`config.mk`:
```
export PLATFORM = sky130hd
export DESIGN_NAME = adfl_top
export DESIGN_NICKNAME = d
export VERILOG_FILES = /design/src/design/adfl_pkg.sv /design/src/design/adfl_flag_cell.sv /design/src/design/adfl_top.sv
export SDC_FILE = /design/constraint.sdc
export NUM_CORES = 1
export LEC_CHECK = 0
export BUFFER_PORTS_ARGS = -buffer_cell sky130_fd_sc_hd__buf_4
export CAP_MARGIN = 10
export CORE_MARGIN = 1.5
export CORE_UTILIZATION = 49
export DETAILED_ROUTE_END_ITERATION = 8
export HOLD_SLACK_MARGIN = 0.08
export PLACE_DENSITY = 0.86
export SYNTH_ARGS = -nofsm -noshare
export SYNTH_HDL_FRONTEND = slang
export SYNTH_SLANG_ARGS = --single-unit
```
`constraint.sdc`:
```
create_clock -name CLK -period 2.5 [get_ports CLK]
set_clock_uncertainty 0.2 [all_clocks]
set_input_delay 0.5 -clock CLK [delete_from_list [all_inputs] [get_ports CLK]]
set_output_delay 0.5 -clock CLK [all_outputs]
set_load 0.01 [all_outputs]
```
`src/design/adfl_pkg.sv`:
```
package adfl_pkg;

  // register port geometry
  localparam int ADFL_ADDR_W = 5;
  localparam int ADFL_DATA_W = 8;

  // register offsets
  localparam logic [4:0] ADFL_OFS_MASK = 5'h04;
  localparam logic [4:0] ADFL_OFS_FLAGS = 5'h05;

  // field positions shared by mask and flag registers
  localparam int ADFL_BIT_OVERCURRENT = 1;
  localparam int ADFL_BIT_SUPPLY_HIGH = 2;
  localparam int ADFL_BIT_SUPPLY_LOW = 3;
  localparam int ADFL_BIT_OVERTEMP = 4;
  localparam int ADFL_BIT_BUS_EDGE = 5;
  localparam int ADFL_BIT_LO = 1;
  localparam int ADFL_BIT_HI = 5;

  // implemented bits; bits 7, 6 and 0 read zero
  localparam logic [7:0] ADFL_IMPL_MASK = 8'h3E;

  // reset values
  localparam logic [7:0] ADFL_RST_MASK = 8'h00;
  localparam logic [7:0] ADFL_RST_FLAGS = 8'h00;
  localparam logic [7:0] ADFL_RST_RDATA = 8'h00;
  localparam logic ADFL_RST_BUS_LEVEL = 1'b1;

  // one register access after serial framing
  typedef struct packed {
    logic wr;
    logic rd;
    logic [4:0] addr;
    logic [7:0] wdata;
  } adfl_req_t;

  // analog detector levels, one cycle synchronous to the clock
  typedef struct packed {
    logic supply_low;
    logic supply_high;
    logic overtemp;
    logic hb_overcurrent;
    logic reg_overcurrent;
  } adfl_detect_t;

endpackage : adfl_pkg

```
`src/design/adfl_flag_cell.sv`:
```
`timescale 1ns/1ps
`default_nettype none
module adfl_flag_cell (
  // clock and reset
  input wire logic clk,
  input wire logic rst_n,
  // controls
  input wire logic sync_clr,
  input wire logic set,
  input wire logic clr,
  // state
  output logic q
);

  logic next_q;

  // set beats clear so an event in the clearing cycle is kept
  assign next_q = sync_clr ? 1'b0 : (set | (q & ~clr));

  // sticky flag storage
  always_ff @(posedge clk or negedge rst_n) begin
    if (!rst_n) begin
      q <= 1'b0;
    end else begin
      q <= next_q;
    end
  end

endmodule : adfl_flag_cell
`default_nettype wire

```
`src/design/adfl_top.sv`:
```
`timescale 1ns/1ps
`default_nettype none
module adfl_top
  import adfl_pkg::*;
(
  // clock and reset
  input wire logic CLK,
  input wire logic RST_N,
  // register access port
  input wire adfl_req_t REQ,
  output logic [7:0] RDATA,
  output logic RVALID,
  // detector inputs
  input wire adfl_detect_t DETECT,
  input wire logic BUS_RX,
  input wire logic OC_STATUS_CLEAR,
  // internal reset sources
  input wire logic INT_RESET_REQ,
  // shared reset line
  input wire logic RST_LINE_IN,
  output logic RST_LINE_OUT,
  output logic RST_LINE_OE,
  // interrupt request line
  output logic IRQ_N_OUT,
  output logic IRQ_N_OE,
  // power stage control
  output logic HIGH_SIDE_OFF
);

  // register hit decode
  function automatic logic reg_hit(input logic [4:0] addr, input logic [4:0] ofs);
    reg_hit = (addr == ofs);
  endfunction : reg_hit

  // unused bit positions always read and store zero
  function automatic logic [7:0] impl_bits(input logic [7:0] v);
    impl_bits = v & ADFL_IMPL_MASK;
  endfunction : impl_bits

  // place the five per-source bits at their shared field positions
  function automatic logic [7:0] pack_sources(
    input logic bus_edge,
    input logic overtemp,
    input logic supply_low,
    input logic supply_high,
    input logic overcurrent
  );
    logic [7:0] v;
    v = 8'h00;
    v[ADFL_BIT_BUS_EDGE] = bus_edge;
    v[ADFL_BIT_OVERTEMP] = overtemp;
    v[ADFL_BIT_SUPPLY_LOW] = supply_low;
    v[ADFL_BIT_SUPPLY_HIGH] = supply_high;
    v[ADFL_BIT_OVERCURRENT] = overcurrent;
    pack_sources = v;
  endfunction : pack_sources

  logic bus_level;
  logic [7:0] interrupt_mask;
  logic [7:0] flag_q;
  logic [7:0] flag_set;
  logic [7:0] flag_clr;
  logic [7:0] cond_now;
  logic [7:0] wr_one;
  logic [7:0] interrupt_flags;
  logic [7:0] next_mask;
  logic [7:0] next_rdata;
  logic line_reset;
  logic hit_mask;
  logic hit_flags;
  logic bus_fall;
  logic overcurrent;
  logic any_pending;
  logic next_irq_oe;
  logic next_hs_off;

  // next values of the read and edge registers
  logic next_rvalid;
  logic next_bus_level;
  logic [7:0] next_read_word;

  // write strobes and read selects
  logic wr_mask;
  logic wr_flags;
  logic rd_sel_mask;
  logic rd_sel_flags;

  // per-source set terms
  logic set_bus_edge;
  logic set_overtemp;
  logic set_supply_low;
  logic set_supply_high;
  logic set_overcurrent;

  // per-source clear terms
  logic clr_bus_edge;
  logic clr_overtemp;
  logic clr_supply_low;
  logic clr_supply_high;
  logic clr_overcurrent;

  // conditions that hold back a clear
  logic hold_overtemp;
  logic hold_supply_low;
  logic hold_supply_high;

  // per-source enables and pending terms
  logic en_bus_edge;
  logic en_overtemp;
  logic en_supply_low;
  logic en_supply_high;
  logic en_overcurrent;
  logic pend_bus_edge;
  logic pend_overtemp;
  logic pend_supply_low;
  logic pend_supply_high;
  logic pend_overcurrent;

  // supply fault terms for the power stage
  logic supply_fault;
  logic latched_supply_fault;

  // request decode
  assign hit_mask = reg_hit(REQ.addr, ADFL_OFS_MASK);
  assign hit_flags = reg_hit(REQ.addr, ADFL_OFS_FLAGS);
  assign wr_mask = REQ.wr & hit_mask;
  assign wr_flags = REQ.wr & hit_flags;
  assign wr_one = wr_flags ? REQ.wdata : 8'h00;

  // line held low by either side clears flags and enables
  assign line_reset = ~RST_LINE_IN;
  assign RST_LINE_OUT = 1'b0;
  assign RST_LINE_OE = INT_RESET_REQ;

  // source conditions
  assign bus_fall = bus_level & ~BUS_RX;
  assign next_bus_level = BUS_RX;
  assign overcurrent = DETECT.hb_overcurrent | DETECT.reg_overcurrent;

  // bus line falling edge source
  assign set_bus_edge = bus_fall;
  assign clr_bus_edge = wr_one[ADFL_BIT_BUS_EDGE];
  assign en_bus_edge = interrupt_mask[ADFL_BIT_BUS_EDGE];
  assign pend_bus_edge = flag_q[ADFL_BIT_BUS_EDGE] & en_bus_edge;

  // overtemperature source, clear held back while hot
  assign hold_overtemp = DETECT.overtemp;
  assign set_overtemp = DETECT.overtemp;
  assign clr_overtemp = wr_one[ADFL_BIT_OVERTEMP] &
                        ~cond_now[ADFL_BIT_OVERTEMP];
  assign en_overtemp = interrupt_mask[ADFL_BIT_OVERTEMP];
  assign pend_overtemp = flag_q[ADFL_BIT_OVERTEMP] & en_overtemp;

  // supply low source, clear held back while low
  assign hold_supply_low = DETECT.supply_low;
  assign set_supply_low = DETECT.supply_low;
  assign clr_supply_low = wr_one[ADFL_BIT_SUPPLY_LOW] &
                          ~cond_now[ADFL_BIT_SUPPLY_LOW];
  assign en_supply_low = interrupt_mask[ADFL_BIT_SUPPLY_LOW];
  assign pend_supply_low = flag_q[ADFL_BIT_SUPPLY_LOW] & en_supply_low;

  // supply high source, clear held back while high
  assign hold_supply_high = DETECT.supply_high;
  assign set_supply_high = DETECT.supply_high;
  assign clr_supply_high = wr_one[ADFL_BIT_SUPPLY_HIGH] &
                           ~cond_now[ADFL_BIT_SUPPLY_HIGH];
  assign en_supply_high = interrupt_mask[ADFL_BIT_SUPPLY_HIGH];
  assign pend_supply_high = flag_q[ADFL_BIT_SUPPLY_HIGH] & en_supply_high;

  // overcurrent source, cleared from the status side or by a low reset line, not by a register write
  assign set_overcurrent = overcurrent;
  assign clr_overcurrent = OC_STATUS_CLEAR;
  assign en_overcurrent = interrupt_mask[ADFL_BIT_OVERCURRENT];
  assign pend_overcurrent = flag_q[ADFL_BIT_OVERCURRENT] & en_overcurrent;

  // present condition per bit, used to block clears
  assign cond_now = pack_sources(1'b0, hold_overtemp, hold_supply_low,
                                 hold_supply_high, 1'b0);

  // set and clear vectors at the shared field positions
  assign flag_set = pack_sources(set_bus_edge, set_overtemp, set_supply_low,
                                 set_supply_high, set_overcurrent);
  assign flag_clr = pack_sources(clr_bus_edge, clr_overtemp, clr_supply_low,
                                 clr_supply_high, clr_overcurrent);

  // one sticky cell per implemented flag

  // bus edge flag cell
  adfl_flag_cell u_bus_edge_cell (
    .clk(CLK),
    .rst_n(RST_N),
    .sync_clr(line_reset),
    .set(flag_set[ADFL_BIT_BUS_EDGE]),
    .clr(flag_clr[ADFL_BIT_BUS_EDGE]),
    .q(flag_q[ADFL_BIT_BUS_EDGE])
  );

  // overtemperature flag cell
  adfl_flag_cell u_overtemp_cell (
    .clk(CLK),
    .rst_n(RST_N),
    .sync_clr(line_reset),
    .set(flag_set[ADFL_BIT_OVERTEMP]),
    .clr(flag_clr[ADFL_BIT_OVERTEMP]),
    .q(flag_q[ADFL_BIT_OVERTEMP])
  );

  // supply low flag cell
  adfl_flag_cell u_supply_low_cell (
    .clk(CLK),
    .rst_n(RST_N),
    .sync_clr(line_reset),
    .set(flag_set[ADFL_BIT_SUPPLY_LOW]),
    .clr(flag_clr[ADFL_BIT_SUPPLY_LOW]),
    .q(flag_q[ADFL_BIT_SUPPLY_LOW])
  );

  // supply high flag cell
  adfl_flag_cell u_supply_high_cell (
    .clk(CLK),
    .rst_n(RST_N),
    .sync_clr(line_reset),
    .set(flag_set[ADFL_BIT_SUPPLY_HIGH]),
    .clr(flag_clr[ADFL_BIT_SUPPLY_HIGH]),
    .q(flag_q[ADFL_BIT_SUPPLY_HIGH])
  );

  // overcurrent flag cell
  adfl_flag_cell u_overcurrent_cell (
    .clk(CLK),
    .rst_n(RST_N),
    .sync_clr(line_reset),
    .set(flag_set[ADFL_BIT_OVERCURRENT]),
    .clr(flag_clr[ADFL_BIT_OVERCURRENT]),
    .q(flag_q[ADFL_BIT_OVERCURRENT])
  );
  assign flag_q[7:6] = 2'b00;
  assign flag_q[0] = 1'b0;

  // visible flag register, unused bits zero
  assign interrupt_flags = impl_bits(flag_q);

  // mask register update
  assign next_mask = line_reset ? ADFL_RST_MASK :
                     wr_mask ? impl_bits(REQ.wdata) :
                     interrupt_mask;

  // read mux, unmapped addresses read zero
  assign rd_sel_mask = REQ.rd & hit_mask;
  assign rd_sel_flags = REQ.rd & hit_flags;
  assign next_rdata = rd_sel_mask ? impl_bits(interrupt_mask) :
                      rd_sel_flags ? interrupt_flags : 8'h00;
  assign next_read_word = REQ.rd ? next_rdata : RDATA;
  assign next_rvalid = REQ.rd;

  // any enabled flag pulls the request line
  assign any_pending = pend_bus_edge | pend_overtemp | pend_supply_low |
                       pend_supply_high | pend_overcurrent;
  assign next_irq_oe = any_pending & ~line_reset;

  // supply faults, live or latched, switch the high sides off
  assign supply_fault = DETECT.supply_low | DETECT.supply_high;
  assign latched_supply_fault = flag_q[ADFL_BIT_SUPPLY_LOW] | flag_q[ADFL_BIT_SUPPLY_HIGH];
  assign next_hs_off = supply_fault | latched_supply_fault;

  // open drain request only ever pulls low
  assign IRQ_N_OUT = 1'b0;

  // enable storage
  always_ff @(posedge CLK or negedge RST_N) begin
    if (!RST_N) begin
      interrupt_mask <= ADFL_RST_MASK;
    end else begin
      interrupt_mask <= next_mask;
    end
  end

  // previous bus level for edge detection
  always_ff @(posedge CLK or negedge RST_N) begin
    if (!RST_N) begin
      bus_level <= ADFL_RST_BUS_LEVEL;
    end else begin
      bus_level <= next_bus_level;
    end
  end

  // read data, one cycle after the request, held until the next read
  always_ff @(posedge CLK or negedge RST_N) begin
    if (!RST_N) begin
      RDATA <= ADFL_RST_RDATA;
    end else begin
      RDATA <= next_read_word;
    end
  end

  // read answer strobe, one cycle long
  always_ff @(posedge CLK or negedge RST_N) begin
    if (!RST_N) begin
      RVALID <= 1'b0;
    end else begin
      RVALID <= next_rvalid;
    end
  end

  // request line enable, high while pulling low
  always_ff @(posedge CLK or negedge RST_N) begin
    if (!RST_N) begin
      IRQ_N_OE <= 1'b0;
    end else begin
      IRQ_N_OE <= next_irq_oe;
    end
  end

  // high-side switch-off level
  always_ff @(posedge CLK or negedge RST_N) begin
    if (!RST_N) begin
      HIGH_SIDE_OFF <= 1'b0;
    end else begin
      HIGH_SIDE_OFF <= next_hs_off;
    end
  end

endmodule : adfl_top
`default_nettype wire

```
==> impl_metrics.toml <==
[placement]
place_ws_ns = 0.805
place_area_mm2 = 0.00113
dp_hpwl_um = 1330
port_buffers = 29
gp_congestion = 0.728

[critical_path]
slowest_stage = "dfrtp_1"
path_buf_inv = 1
cp.required_ns = 1.80
cp-start-kind = "flip-flop"
crit_fanout = 2
crit_chain = "buf_4"
end_kind = "output pin"
slowest_delay_ns = 0.40
critPathKind = "reg2out"
worstPathArrival_ns = 0.84
crit_family = "flip-flops"

[sta]
rsz0062_at_grt = "no"
final.setup.worst_slack_ns = 0.960
fin_crit_sh = 0.616
setup_viol_count_final = 0
fin_tns_setup_ns = 0
timing.hold.ws_ns = 0.103
hold_viol = 0
fmax_mhz = 649
drv_slew = 0
fin_crit_ns = 1.54

[global_routing]
grt_overflow = 0
antenna_found_initial = 0
grt_max_degree = 20
grt_pass1_wl_um = 2820
grtUsageTotal = 0.189
grt_pass1_vias = 662

[detailed_routing]
wirelength_um = 1830
drtIter0Drc = 10
dr.pass1.iters = 4
route.vias.total = 712
ant_nets = 0
drc = 0
avgRoutedWirePerCell_um = 12.9
routed_via_density = 5.01

[final_layout]
drive_gt1_frac = 0.368
nets = 144
area_growth_pct = 23.8
finish.instance_area_mm2 = 0.00117
diodes = 0

[pwr]
power_leakage_uw = 0.000555
peakVddDrop_v = 0.000294
power_uw = 552
powerDensity_mw_per_mm2 = 472

[outcome]
outcome = "completed"

[clock_network]
cts_tree = "built"
cts_buffers = 3
clk_path_buf_depth = 2
ctsHtreeMaxLevel = 1
clk_latency_ns = 0.30
clock_sinks = 19
cts_setup_buffers = 0
cts-root-buf = "clkbuf_4"
clk_pin_slew_ns = 0.11

[synth]
syn_inst = 89
netlist_area_um2 = 945
synthTopCellsByCount = "18 x dfrtp_1, 10 x nand2_1, 9 x o21ai_0, 8 x inv_1, 6 x buf_4"
netlist_top_cells_area = "dfrtp_1 48%, mux2_2 6.0%, mux2i_1 5.3%"
seq_area_frac_synth = 0.505
yosysTopAreaCell = "dfrtp_1"
synth.most_common_cell = "dfrtp_1"
synth.distinct_cells = 26
yosysWarnings = 0
synth_ff_type = "dfrtp_1"
synth_top_area_frac = 0.477
synth_seq_cells = 19
synth_edf_count = 0
async_flop_share = 1.00
synth_area_per_cell_um2 = 10.6

[die]
core_area_mm2 = 0.00176
start_util = 0.535
num_rows = 15
io_pins = 40
die_height_um = 46.9
dieWidth_um = 46.9
dieArea_mm2 = 0.00220

[run]
maxCapViolCount = 0

[min_path]
hold_class = "in2reg"
==> path summary, 6_finish.rpt <==
kind | startpoint | end | slack, ns | cells after the start
max reg2reg | u_supply_low_cell.q$_DFF_PN0_ | HIGH_SIDE_OFF$_DFF_PN0_ | 1.23 | 1
min | BUS_RX | bus_level$_DFF_PN1_ | 0.10 | 1
min in group asynchronous | RST_N | u_bus_edge_cell.q$_DFF_PN0_ | 0.41 | 2
max in group asynchronous | RST_N | bus_level$_DFF_PN1_ | 1.44 | 2
min reg2reg | RDATA[3]$_DFFE_PN0P_ | RDATA[3]$_DFFE_PN0P_ | 0.32 | 2
max | RDATA[5]$_DFFE_PN0P_ | RDATA[5] | 0.96 | 1
==> cells by family (layout without fill, tap and decap cells) <==
logic type / count (synthesis) / in the layout / synth area share
multiplexers: 10 / 10 / 0.113
AO/OA/AOI/OAI: 17 / 17 / 0.109
buffers and inverters: 18 / 42 / 0.113
other: 1 / 5 / 0.00397
flip-flops: 19 / 19 / 0.505
AND/OR/NAND/NOR: 24 / 24 / 0.158
==> metrics by stage <==
step	instances	utilization
3_3_place_gp	137	0.642
4_1_cts	142	0.663
6_report	142	0.663
2_1_floorplan	93	-
5_1_grt	142	0.663
3_5_place_dp	137	0.642
==> timing repair <==
| item | in CTS | in global routing |
|---|---|---|
| resized for setup | 0 | 0 |
| hold buffers | 1 | 0 |
| hold endpoints to repair | 18 | 0 |
==> area by class of cell <==
| class | count | area, µm² |
|---|---|---|
| clock inverters | 1 | 5.00 |
| clock buffers | 3 | 22.5 |
| multi-input cells | 56 | 377 |
| flip-flops and latches | 19 | 477 |
| well taps | 25 | 31.3 |
| fillers | 160 | 594 |
| repair buffers | 30 | 228 |
| inverters | 8 | 30.0 |
==> routing by layer <==
layer	vias up	routed length (µm)	track usage
li1	348	-	-
met4	0	33	0.128
met5	-	0	0
met1	327	715	0.214
met3	4	105	0.0423
met2	33	975	0.318
==> flip-flops by register name, summed over array words and instances (netlist names) <==
signal and flops:
u_supply_high_cell.q 1, u_overcurrent_cell.q 1, interrupt_mask 5, HIGH_SIDE_OFF 1
bus_level 1, IRQ_N_OE 1, u_supply_low_cell.q 1, RVALID 1
u_overtemp_cell.q 1, u_bus_edge_cell.q 1, RDATA 5
==> report_power, final <==
part | total (µW) | switching [µW] | leakage (µW) | internal, µW
clock network | 153 | 93.2 | 0.0000177 | 59.6
registers | 324 | 6.64 | 0.000248 | 317
logic | 75.3 | 35.8 | 0.000290 | 39.5
==> placed cells by master (no fill, tap or decap), types with 3 or more instances in the layout <==
cell,Yosys,final
a31oi_1,3,3
buf_4,6,29
clkbuf_4,0,3
conb_1,1,5
dfrtp_1,18,18
inv_1,8,8
mux2_2,5,5
mux2i_1,5,5
nand2_1,10,10
nand3_1,5,5
nor2b_1,3,3
o21ai_0,9,9
No activity file was read; power rests on OpenSTA's default activity.
